## config.mk

```make
export PLATFORM = sky130hd
export DESIGN_NAME = posted_entry_decode
export DESIGN_NICKNAME = d
export VERILOG_FILES = /design/src/inc/posted_entry_pkg.sv /design/src/hdl/posted_entry_decode.sv
export SDC_FILE = /design/constraint.sdc
export NUM_CORES = 1
export LEC_CHECK = 0
export BUFFER_PORTS_ARGS = -buffer_cell sky130_fd_sc_hd__buf_2
export CAP_MARGIN = 20
export CORE_AREA = 2 2 130 132
export CTS_CLUSTER_DIAMETER = 50
export CTS_CLUSTER_SIZE = 30
export DETAILED_ROUTE_END_ITERATION = 16
export DIE_AREA = 0 0 132 134
export GPL_ROUTABILITY_DRIVEN = 1
export PLACE_DENSITY = 0.85
export SYNTH_ARGS = -nofsm -noshare
export SYNTH_HDL_FRONTEND = slang
export SYNTH_SLANG_ARGS = --single-unit
```

## constraint.sdc

```tcl
create_clock -name clock -period 8.34 [get_ports clock]
set_input_delay 2.502 -clock clock [delete_from_list [all_inputs] [get_ports clock]]
set_output_delay 2.502 -clock clock [all_outputs]
set_load 0.005 [all_outputs]
```

## src/inc/posted_entry_pkg.sv

```systemverilog
// Constants for the posted-format remap table entry decoder.
// Assumes one clock domain and a simple strobe-style register port.
package posted_entry_pkg;

	// ********************************************************************
	// Entry field positions
	// ********************************************************************
	localparam int ENTRY_WIDTH = 128;
	localparam int PRESENT_BIT = 0;
	localparam int FAULT_INHIBIT_BIT = 1;
	localparam int RSVD_LOW_HI = 7;
	localparam int RSVD_LOW_LO = 2;
	localparam int RSVD_MID_HI = 13;
	localparam int RSVD_MID_LO = 12;
	localparam int URGENT_BIT = 14;
	localparam int POST_MODE_BIT = 15;
	localparam int VECTOR_HI = 23;
	localparam int VECTOR_LO = 16;
	localparam int RSVD_A_HI = 37;
	localparam int RSVD_A_LO = 24;
	localparam int DESC_LOW_HI = 63;
	localparam int DESC_LOW_LO = 38;
	localparam int SOURCE_ID_HI = 79;
	localparam int SOURCE_ID_LO = 64;
	localparam int QUALIFIER_HI = 81;
	localparam int QUALIFIER_LO = 80;
	localparam int CHECK_TYPE_HI = 83;
	localparam int CHECK_TYPE_LO = 82;
	localparam int RSVD_B_HI = 95;
	localparam int RSVD_B_LO = 84;
	localparam int DESC_HIGH_HI = 127;
	localparam int DESC_HIGH_LO = 96;
	localparam int DESC_ALIGN_BITS = 6;

	// ********************************************************************
	// Source check encodings and compare masks
	// ********************************************************************
	localparam logic [1:0] CHECK_NONE = 2'h0;
	localparam logic [1:0] CHECK_REQUESTER = 2'h1;
	localparam logic [1:0] CHECK_BUS_RANGE = 2'h2;
	localparam logic [15:0] QUAL_MASK_0 = 16'hFFFF;
	localparam logic [15:0] QUAL_MASK_1 = 16'hFFFB;
	localparam logic [15:0] QUAL_MASK_2 = 16'hFFF9;
	localparam logic [15:0] QUAL_MASK_3 = 16'hFFF8;

	typedef enum logic [1:0] {
		OUT_BLOCKED = 2'b00,
		OUT_REMAP = 2'b01,
		OUT_POST = 2'b10
	} outcome_e;

	// ********************************************************************
	// Register map
	// ********************************************************************
	localparam logic [7:0] CTRL_OFFSET = 8'h00;
	localparam logic [7:0] STATUS_OFFSET = 8'h04;
	localparam logic [7:0] INT_CLEAR_OFFSET = 8'h08;
	localparam logic [7:0] INT_ENABLE_OFFSET = 8'h0C;
	localparam logic [7:0] LAST_OFFSET = 8'h10;
	localparam logic [7:0] BLOCK_COUNT_OFFSET = 8'h14;
	localparam int CTRL_CAP_BIT = 0;
	localparam int CTRL_WIDTH_LO = 8;
	localparam int CTRL_WIDTH_HI = 14;
	localparam logic [6:0] WIDTH_RESET = 7'h30;
	localparam logic CAP_RESET = 1'h1;
	localparam int EVENT_COUNT = 4;
	localparam int EV_POSTED = 0;
	localparam int EV_REMAPPED = 1;
	localparam int EV_BLOCKED = 2;
	localparam int EV_FAULT = 3;
	localparam logic [3:0] EVENT_RESET = 4'h0;

endpackage

```

## src/hdl/posted_entry_decode.sv

```systemverilog
// Decoder for posted-format remap table entries with source checking.
// Assumes request inputs synchronous to clock; the entry arrives whole.
//
// Operation
// - Check type 01: requester id compare on the bits the qualifier selects
// - Check type 10: bus within start/end range
// - Source id used only when present, 01/10
// - Entry 63:38 gives descriptor address 31:6
// - Low descriptor address used only when present
// - Entry 23:16 is vector, only when present
// - Bit 15 set posts, clear remaps
// - No posting capability: mode, urgent reserved zero
// - Bit 14 marks posted request urgent
// - Urgent evaluated only with present and mode
// - Present clear blocks every request
// - Entry 127:96 is address 63:32, bits at or above host width reserved zero
// - Qualifier selects compared requester id bits
// - Bit 1 suppresses fault reporting always
//
// Chosen here: the address map and the address-and-strobe port.
module posted_entry_decode #(
	parameter int ADDR_WIDTH = 8
) (
	input wire logic clock, // System clock, 50 MHz.
	input wire logic sys_rst, // Asynchronous reset, active high.
	input wire logic clockEnable, // Freezes all state while low.
	input wire logic reqValid, // Request present this cycle.
	input wire logic [127:0] reqEntry, // Table entry the request references.
	input wire logic [15:0] reqRequesterId, // Requester id of the request.
	output logic resValid, // High the cycle after each taken request, held while reqValid stays high: result below is new.
	output logic resBlocked, // Request was blocked.
	output logic resPosted, // Request is to be posted.
	output logic resRemapped, // Request goes the remapped way.
	output logic resUrgent, // Posted request is latency sensitive.
	output logic resFaultReport, // Fault is to be recorded and reported.
	output logic [7:0] resVector, // Posted vector.
	output logic [63:0] resDescAddr, // Posted descriptor address.
	input wire logic [ADDR_WIDTH-1:0] regAddr, // Register byte address.
	input wire logic [31:0] regWriteData, // Register write data.
	input wire logic regWrite, // Write strobe.
	input wire logic regRead, // Read strobe.
	output logic [31:0] regReadData, // Read data, cycle after the strobe.
	output logic irq // Level interrupt.
);

	// ********************************************************************
	// Parameter check
	// ********************************************************************
	if (ADDR_WIDTH < 5 || ADDR_WIDTH > 8) begin
		$error("ADDR_WIDTH must lie between 5 and 8");
	end

	// ********************************************************************
	// Registers
	// ********************************************************************
	logic postingCapability_reg;
	logic [6:0] hostAddrWidth_reg;
	logic [3:0] status_reg;
	logic [3:0] status_next;
	logic [3:0] intEnable_reg;
	logic [3:0] eventSet;
	logic [3:0] eventClear;
	logic [31:0] blockCount_reg;
	logic [31:0] readData_next;
	logic [7:0] fullAddr;
	logic take;

	assign take = clockEnable && reqValid;
	assign fullAddr = 8'(regAddr);

	// ********************************************************************
	// Entry decode
	// ********************************************************************
	logic present;
	logic [1:0] checkType;
	logic [1:0] checkQualifier;
	logic [15:0] sourceIdent;
	logic [15:0] qualMask;
	logic requesterMatch;
	logic busInRange;
	logic sourceOk;
	logic reservedBad;
	logic postMode;
	logic decBlocked;
	logic decPosted;
	logic decUrgent;
	logic decFault;
	logic [63:0] rawDescAddr;
	logic [63:0] hostWidthMask;
	logic [63:0] decDescAddr;
	logic [7:0] decVector;

	assign present = reqEntry[posted_entry_pkg::PRESENT_BIT];
	assign checkType = reqEntry[posted_entry_pkg::CHECK_TYPE_HI:posted_entry_pkg::CHECK_TYPE_LO];
	assign checkQualifier = reqEntry[posted_entry_pkg::QUALIFIER_HI:posted_entry_pkg::QUALIFIER_LO];
	assign sourceIdent = reqEntry[posted_entry_pkg::SOURCE_ID_HI:posted_entry_pkg::SOURCE_ID_LO];
	assign rawDescAddr = {reqEntry[posted_entry_pkg::DESC_HIGH_HI:posted_entry_pkg::DESC_HIGH_LO],
		reqEntry[posted_entry_pkg::DESC_LOW_HI:posted_entry_pkg::DESC_LOW_LO],
		{posted_entry_pkg::DESC_ALIGN_BITS{1'b0}}};

	// Address bits at or above the host address width are reserved zero.
	for (genvar i = 0; i < 64; i++) begin : gen_host_width_mask
		assign hostWidthMask[i] = (7'(i) < hostAddrWidth_reg);
	end

	always_comb begin
		case (checkQualifier)
			2'h0: qualMask = posted_entry_pkg::QUAL_MASK_0;
			2'h1: qualMask = posted_entry_pkg::QUAL_MASK_1;
			2'h2: qualMask = posted_entry_pkg::QUAL_MASK_2;
			default: qualMask = posted_entry_pkg::QUAL_MASK_3;
		endcase
	end

	assign requesterMatch = ((sourceIdent ^ reqRequesterId) & qualMask) == 16'h0000;
	assign busInRange = (reqRequesterId[15:8] >= sourceIdent[15:8]) &&
		(reqRequesterId[15:8] <= sourceIdent[7:0]);

	always_comb begin
		case (checkType)
			posted_entry_pkg::CHECK_NONE: sourceOk = 1'b1;
			posted_entry_pkg::CHECK_REQUESTER: sourceOk = requesterMatch;
			posted_entry_pkg::CHECK_BUS_RANGE: sourceOk = busInRange;
			default: sourceOk = 1'b0;
		endcase
	end

	// Without posting support the mode and urgent bits join the reserved set.
	assign reservedBad = (|reqEntry[posted_entry_pkg::RSVD_B_HI:posted_entry_pkg::RSVD_B_LO]) ||
		(|reqEntry[posted_entry_pkg::RSVD_A_HI:posted_entry_pkg::RSVD_A_LO]) ||
		(|reqEntry[posted_entry_pkg::RSVD_MID_HI:posted_entry_pkg::RSVD_MID_LO]) ||
		(|reqEntry[posted_entry_pkg::RSVD_LOW_HI:posted_entry_pkg::RSVD_LOW_LO]) ||
		(|(rawDescAddr & ~hostWidthMask)) ||
		(!postingCapability_reg && (reqEntry[posted_entry_pkg::POST_MODE_BIT] ||
		reqEntry[posted_entry_pkg::URGENT_BIT]));

	// Fields past the present bit, save the fault inhibit bit 1, are looked at only when it is set.
	assign decBlocked = !present || !sourceOk || reservedBad;
	assign postMode = reqEntry[posted_entry_pkg::POST_MODE_BIT] && postingCapability_reg;
	assign decPosted = !decBlocked && postMode;
	assign decUrgent = present && postMode && reqEntry[posted_entry_pkg::URGENT_BIT];
	assign decFault = decBlocked && !reqEntry[posted_entry_pkg::FAULT_INHIBIT_BIT];
	assign decDescAddr = present ? rawDescAddr : 64'h0;
	assign decVector = present ? reqEntry[posted_entry_pkg::VECTOR_HI:posted_entry_pkg::VECTOR_LO] : 8'h00;

	// ********************************************************************
	// Result registers
	// ********************************************************************
	always_ff @(posedge clock or posedge sys_rst) begin
		if (sys_rst) begin
			resValid <= 1'b0;
		end else if (clockEnable) begin
			resValid <= reqValid;
		end
	end

	always_ff @(posedge clock or posedge sys_rst) begin
		if (sys_rst) begin
			resBlocked <= 1'b0;
			resPosted <= 1'b0;
			resRemapped <= 1'b0;
			resUrgent <= 1'b0;
			resFaultReport <= 1'b0;
			resVector <= 8'h00;
			resDescAddr <= 64'h0;
		end else if (take) begin
			resBlocked <= decBlocked;
			resPosted <= decPosted;
			resRemapped <= !decBlocked && !postMode;
			resUrgent <= decUrgent && !decBlocked;
			resFaultReport <= decFault;
			resVector <= decVector;
			resDescAddr <= decDescAddr;
		end
	end

	// ********************************************************************
	// Events and interrupt
	// ********************************************************************
	always_comb begin
		eventSet = posted_entry_pkg::EVENT_RESET;
		if (take) begin
			eventSet[posted_entry_pkg::EV_POSTED] = decPosted;
			eventSet[posted_entry_pkg::EV_REMAPPED] = !decBlocked && !postMode;
			eventSet[posted_entry_pkg::EV_BLOCKED] = decBlocked;
			eventSet[posted_entry_pkg::EV_FAULT] = decFault;
		end
		eventClear = posted_entry_pkg::EVENT_RESET;
		if (regWrite && fullAddr == posted_entry_pkg::INT_CLEAR_OFFSET) begin
			eventClear = regWriteData[3:0];
		end
		// A new event in the clearing cycle survives the clear.
		status_next = (status_reg & ~eventClear) | eventSet;
	end

	always_ff @(posedge clock or posedge sys_rst) begin
		if (sys_rst) begin
			status_reg <= posted_entry_pkg::EVENT_RESET;
			irq <= 1'b0;
		end else if (clockEnable) begin
			status_reg <= status_next;
			irq <= |(status_next & intEnable_reg);
		end
	end

	always_ff @(posedge clock or posedge sys_rst) begin
		if (sys_rst) begin
			blockCount_reg <= 32'h0;
		end else if (take && decBlocked) begin
			blockCount_reg <= blockCount_reg + 32'h1;
		end
	end

	// ********************************************************************
	// Register port
	// ********************************************************************
	always_ff @(posedge clock or posedge sys_rst) begin
		if (sys_rst) begin
			postingCapability_reg <= posted_entry_pkg::CAP_RESET;
			hostAddrWidth_reg <= posted_entry_pkg::WIDTH_RESET;
			intEnable_reg <= posted_entry_pkg::EVENT_RESET;
		end else if (clockEnable && regWrite) begin
			if (fullAddr == posted_entry_pkg::CTRL_OFFSET) begin
				postingCapability_reg <= regWriteData[posted_entry_pkg::CTRL_CAP_BIT];
				hostAddrWidth_reg <= regWriteData[posted_entry_pkg::CTRL_WIDTH_HI:posted_entry_pkg::CTRL_WIDTH_LO];
			end
			if (fullAddr == posted_entry_pkg::INT_ENABLE_OFFSET) begin
				intEnable_reg <= regWriteData[3:0];
			end
		end
	end

	always_comb begin
		readData_next = 32'h0;
		case (fullAddr)
			posted_entry_pkg::CTRL_OFFSET: begin
				readData_next[posted_entry_pkg::CTRL_CAP_BIT] = postingCapability_reg;
				readData_next[posted_entry_pkg::CTRL_WIDTH_HI:posted_entry_pkg::CTRL_WIDTH_LO] = hostAddrWidth_reg;
			end
			posted_entry_pkg::STATUS_OFFSET: readData_next[3:0] = status_reg;
			posted_entry_pkg::INT_ENABLE_OFFSET: readData_next[3:0] = intEnable_reg;
			posted_entry_pkg::LAST_OFFSET: begin
				readData_next[7:0] = resVector;
				readData_next[8] = resBlocked;
				readData_next[9] = resPosted;
				readData_next[10] = resUrgent;
			end
			posted_entry_pkg::BLOCK_COUNT_OFFSET: readData_next = blockCount_reg;
			default: readData_next = 32'h0;
		endcase
	end

	// Read data stand only in the cycle after the strobe; otherwise zero.
	always_ff @(posedge clock or posedge sys_rst) begin
		if (sys_rst) begin
			regReadData <= 32'h0;
		end else if (clockEnable) begin
			regReadData <= regRead ? readData_next : 32'h0;
		end
	end
endmodule

```

# Yosys cells after proc, flatten, opt, wreduce, memory -nomap -nowiden
# Cells that the tools add are included.
[op_classes]
bitwise_logic = 8
magnitude_cmp = 66
add_sub_neg = 1
mux = 13
reduce_logical = 39
n_eq_ne = 9
[ops]
columns = ["operator", "n"]
rows = [
  ["6-bit by 7-bit less-than comparator with 1-bit output (first input constant)", 32],
  ["5-bit by 7-bit less-than comparator with 1-bit output (first input constant)", 16],
  ["64-bit bitwise AND", 1],
  ["64-bit two-way mux", 1],
  ["64-bit NOT", 1],
  ["64-bit OR reduction", 1],
  ["4-bit by 7-bit less-than comparator with 1-bit output (first input constant)", 8],
  ["32-bit by 1-bit adder with 32-bit output (second input constant)", 1],
  ["32-bit two-way mux", 1],
  ["3-bit by 7-bit less-than comparator with 1-bit output (first input constant)", 4],
  ["3-bit one-hot mux with 3 select lines", 2],
  ["17-bit two-way mux", 1],
  ["16-bit bitwise AND", 1],
  ["8-bit by 4-bit == test with 1-bit output (second input constant)", 2],
  ["8-bit by 5-bit == test with 1-bit output (second input constant)", 2],
  ["16-bit zero test", 1],
  ["4-bit one-hot mux with 2 select lines", 2],
  ["16-bit XOR", 1],
  ["1-bit by 7-bit less-than comparator with 1-bit output (first input constant)", 2],
  ["2-bit by 7-bit less-than comparator with 1-bit output (first input constant)", 2],
  ["14-bit OR reduction", 1],
  ["1-bit logical AND", 13],
  ["3-bit one-hot mux with 4 select lines", 1],
  ["12-bit OR reduction", 1],
  ["other kinds (20)", 38],
]
[word_totals]
output_inout_bits = 111
regBits = 159
inputBits = 190
wordCells = 151

# Longest topological paths before layout
[logic_depth]
word_depth = 14
mapped_depth = 11
ltp_nobuf = 10

# Worst setup path before layout
# OpenSTA, ideal clock, no wires.
[synth_path]
path_type = "input port to flip-flop"
start = "input port reqRequesterId[8]"
end = "register blockCount_reg[1]"
required_ns = 8.213
path_slack_ns = 3.316
cell_stages = 10
arrival_time_ns = 4.896
cell_sequence = "inv_1 -> ha_1 -> nand4_1 -> or4_1 -> a2111o_1 -> a22oi_2 -> o2111ai_2 -> o31ai_4 -> buf_6 -> mux2_1"
[synth_via]
elab_chain_cells = 8
word_cells_on_any_way = 11
cone_classes = "order compare (2); mux (1); bitwise (2); reduce/logical (6)"
[synth_rtl]
columns = ["item", "line", "source"]
rows = [
  ["start, declared", "posted_entry_decode.sv:29", "input wire logic [15:0] reqRequesterId,"],
  ["branches (longest 3 deep; another with 8-bit greater-or-equal comparator)", "-", ""],
  ["1-bit one-hot mux with 3 select lines *", "posted_entry_decode.sv:120", "case (checkType)"],
  ["1-bit zero test *", "posted_entry_decode.sv:138", "assign decBlocked = !present || !sourceOk || reservedBad;"],
  ["1-bit logical OR * (2 in a row)", "posted_entry_decode.sv:138", ""],
  ["1-bit logical AND *", "posted_entry_decode.sv:209", "end else if (take && decBlocked) begin"],
  ["end signal, assigned", "posted_entry_decode.sv:210", "blockCount_reg <= blockCount_reg + 32'h1;"],
  ["end, declared", "posted_entry_decode.sv:63", "logic [31:0] blockCount_reg;"],
]
# Every way passes the cells marked *.
# A chain may end at the register's enable or synchronous reset.

# Worst setup path after layout
[layout_path]
start = "input port reqEntry[79]"
end = "register blockCount_reg[1]"
[layout_via]
elab_chain_cells = 8
word_cells_on_any_way = 10
cone_classes = "order compare (1); mux (1); bitwise (2); reduce/logical (6)"
[layout_rtl]
columns = ["item", "line", "source"]
rows = [
  ["start, declared", "posted_entry_decode.sv:28", "input wire logic [127:0] reqEntry,"],
  ["branches (longest 3 deep; another with 8-bit greater-or-equal comparator)", "-", ""],
  ["1-bit one-hot mux with 3 select lines *", "posted_entry_decode.sv:120", ""],
  ["1-bit zero test *", "posted_entry_decode.sv:138", ""],
  ["1-bit logical OR * (2 in a row)", "posted_entry_decode.sv:138", ""],
  ["1-bit logical AND *", "posted_entry_decode.sv:209", ""],
]
# Marks and branches as above.

==> metrics.yaml <==
routing:
  wl_per_cell_um: 17.5
  vias_per_cell: 5.59
  route.vias.total: 7776
  ant_nets: 0
  route.detailed.drc: 0
  drt_iter0_drc: 790
  dr.pass1.iters: 5
  wirelength_um: 24400
flow_run:
  cap_viol_max_count: 0
setup_path:
  path_cells: "buf_2 > inv_1 > ha_1 > nand4_1 > or4_1 > a2111o_1 > a22oi_2 > o2111ai_2 > o31ai_4 > buf_8 > buf_4 > mux2_1"
  start_kind: "input pin"
  worst_setup_path_end_kind: "flip-flop"
  ff2ff_setup_slack_ps: 4730
  r2r-end: "blockCount_reg[1]$_DFFE_PP0P_"
  rr_worst_depth: 9
  path_max_fanout: 25
  crit_type: "input pin to flip-flop"
  critPathRequiredTime_ps: 8650
  reg2reg_from: "hostAddrWidth_reg[1]$_DFFE_PP0P_"
  crit_path_top_delay_cell: "or4_1"
  max_stage_delay_ps: 580
  arrival_ps: 5620
place:
  place.gp.congestion: 0.906
  place.port_buffers: 269
  dp_worst_setup_slack_ps: 2200
  place_area_mm2: 0.00948
  dp_hpwl_um: 17700
floorplanning:
  rows: 47
  die_w_um: 132
  die_h_um: 134
  coreArea_mm2: 0.0163
  start_util_pct: 49.4
  ioPinCount: 301
  die_area_mm2: 0.0177
power:
  leakage_nw: 5.21
  power_w: 0.00195
  powerDensity_mw_per_mm2: 193
  ir_drop_mv: 0.150
clock_network:
  cts_resized: 0
  cts.sinks: 153
  cts_tree: "yes"
  cts_buffer_depth: 2
  path_clk_slew_ps: 60
  htreeDepth: 4
  clkLatencyLatePin_ps: 430
  cts-root-buf: "clkbuf_16"
  numCtsBuffers: 17
  cts_setup_buffers: 0
  cts_hold_buffers: 0
synth:
  yosys.area_share.simple_pct: 23.7
  synthXorXnorAreaFrac_pct: 4.24
  syn_avg_cell_area_um2: 8.84
  async_flop_share_pct: 100
  ys_ff_latch: 153
  synth_fa_ha_area_share_pct: 2.77
  synth-compound-area-share_pct: 12.7
  synth_top_area_cell: "dfrtp_1"
  synthMuxAreaShare_pct: 2.77
  synth.top_cell.area_share_pct: 46.6
  synth-edff-count: 0
  syn_inst: 911
  synth_area_leaders: "dfrtp_1 (47%), nand2_1 (9.4%), nand3_1 (5.4%)"
  syn_area_mm2: 0.00805
  ys_types: 74
  synth.most_common_cell: "nand2_1"
  yosys_warnings: 0
  synth_top_family_by_area: "simple AND/OR/NAND/NOR gates"
  synth_seq_area_share_pct: 47.6
  netlist_top_cells_count: "nand2_1 (202), dfrtp_1 (150), nand3_1 (87)"
  synthFlopType: "dfrtp_1"
timing:
  hold_viol: 0
  slew_violations: 0
  rsz0062_at_grt: "false"
  worst_slew_pin_slew_ps: 1100
  timing.fmax_mhz: 188
  fin_tns_setup_ps: 0
  max_slew_margin_pct: 26.3
  min_period_over_period_pct: 63.7
  skew_ps: 7.44
  setup_slack_ps: 3030
  finalCriticalPeriod_ps: 5310
  setup_violations: 0
layout:
  postLayoutCoreUtil_pct: 61.9
  largest_reg_flops: 58
  drive_above_1_share_pct: 28.5
  final_nets: 1363
  synthToLayoutAreaGrowth_pct: 25.3
  final_area_mm2: 0.0101
worst_hold_path:
  hold_depth: 2
  min_from: "resDescAddr[44]$_DFFE_PP0P_"
  holdPathEnd: "resDescAddr[44]$_DFFE_PP0P_"
  hold_path.class: "flip-flop to flip-flop"
grt:
  grt_use_total_pct: 27.6
  grt_pass1_vias: 7347
  grt_max_degree: 83
  antenna_found_initial: 2
  grt_remaining_overflow: 0
  grt_pass1_wl_um: 38300
outcome:
  status: "finished clean"
==> metal layers <==
layer  part of all wire, %  routed length (µm)  global-route usage [%]  up-vias
met5                 0.070                  17                       0        -
met4                   3.1                 750                    13.1        2
met3                   6.8                1650                    5.48       57
met2                    50               12100                    45.5      373
met1                    40                9850                    35.1     3687
li1                      -                   -                       -     3657
==> worst max-delay path: cells and delay by family <==
family	cells	cell delay [ps]
compound gates	4	1180
fa+ha+maj	1	310
buf+inv	4	580
mux	1	320
simple gates	2	720
==> kinds of logic (layout without fill, tap and decap cells) <==
group | after synthesis | after routing
buf+inv | 119 | 372
other cells | 1 | 7
simple gates | 410 | 410
fa+ha+maj | 18 | 18
flops | 153 | 153
compound gates | 150 | 150
mux | 21 | 21
xor+xnor | 39 | 39
==> worst max-delay path by stage <==
stage	endpoint	cells past startpoint	startpoint
2_1_floorplan	blockCount_reg[0]$_DFFE_PP0P_	1	sys_rst
3_3_place_gp	blockCount_reg[1]$_DFFE_PP0P_	11	reqEntry[79]
3_5_place_dp	blockCount_reg[1]$_DFFE_PP0P_	11	reqEntry[79]
4_1_cts	blockCount_reg[1]$_DFFE_PP0P_	11	reqEntry[79]
5_1_grt	blockCount_reg[1]$_DFFE_PP0P_	12	reqEntry[79]
6_report	blockCount_reg[1]$_DFFE_PP0P_	12	reqEntry[79]
==> power by group <==
part | internal [W] | leakage, nW | total, W | switching (W)
clock network | 0.000444 | 0.287 | 0.000779 | 0.000335
logic | 0.000124 | 2.96 | 0.000303 | 0.000179
registers | 0.000804 | 1.96 | 0.000867 | 0.0000627
total | 0.00137 | 5.21 | 0.00195 | 0.000577
==> per-stage QoR <==
| step | instances | hold slack (ps) |
|---|---|---|
| 5_1_grt | 1390 | 480 |
| 6_report | 1390 | 462 |
| 3_3_place_gp | 1356 | 446 |
| 3_5_place_dp | 1356 | 450 |
| 4_1_cts | 1388 | 464 |
| 2_1_floorplan | 916 | 441 |
==> area by class of cell <==
cell class | count | area [µm²]
antenna | 1 | 2.50
clock buffer | 20 | 467
clock inverter | 12 | 126
fill | 1419 | 6200
inverter | 65 | 249
multi-input combinational | 644 | 3740
sequential | 153 | 3830
tap | 220 | 275
timing repair buffer | 275 | 1400
==> layout by cell type (no fill, tap or decap), drive strengths merged, types with 4 or more instances in the layout <==
master  instances
clkbuf         20
nor2           25
nor2b           4
and3            4
xor2           27
nand2         202
ha             17
dfrtp         150
nand3          87
or3             4
xnor2          12
mux2i          11
conb            6
o311ai          4
buf           275
nor4           20
o22ai          19
a21oi          18
or4             6
nor3b           4
a32oi           4
mux2           10
o211ai          5
and2            5
nand2b          5
nor3           22
inv            73
a21o            5
nand4          12
o21ai          48
a22oi           8
Note: power is estimated with default switching activity, not from simulation.
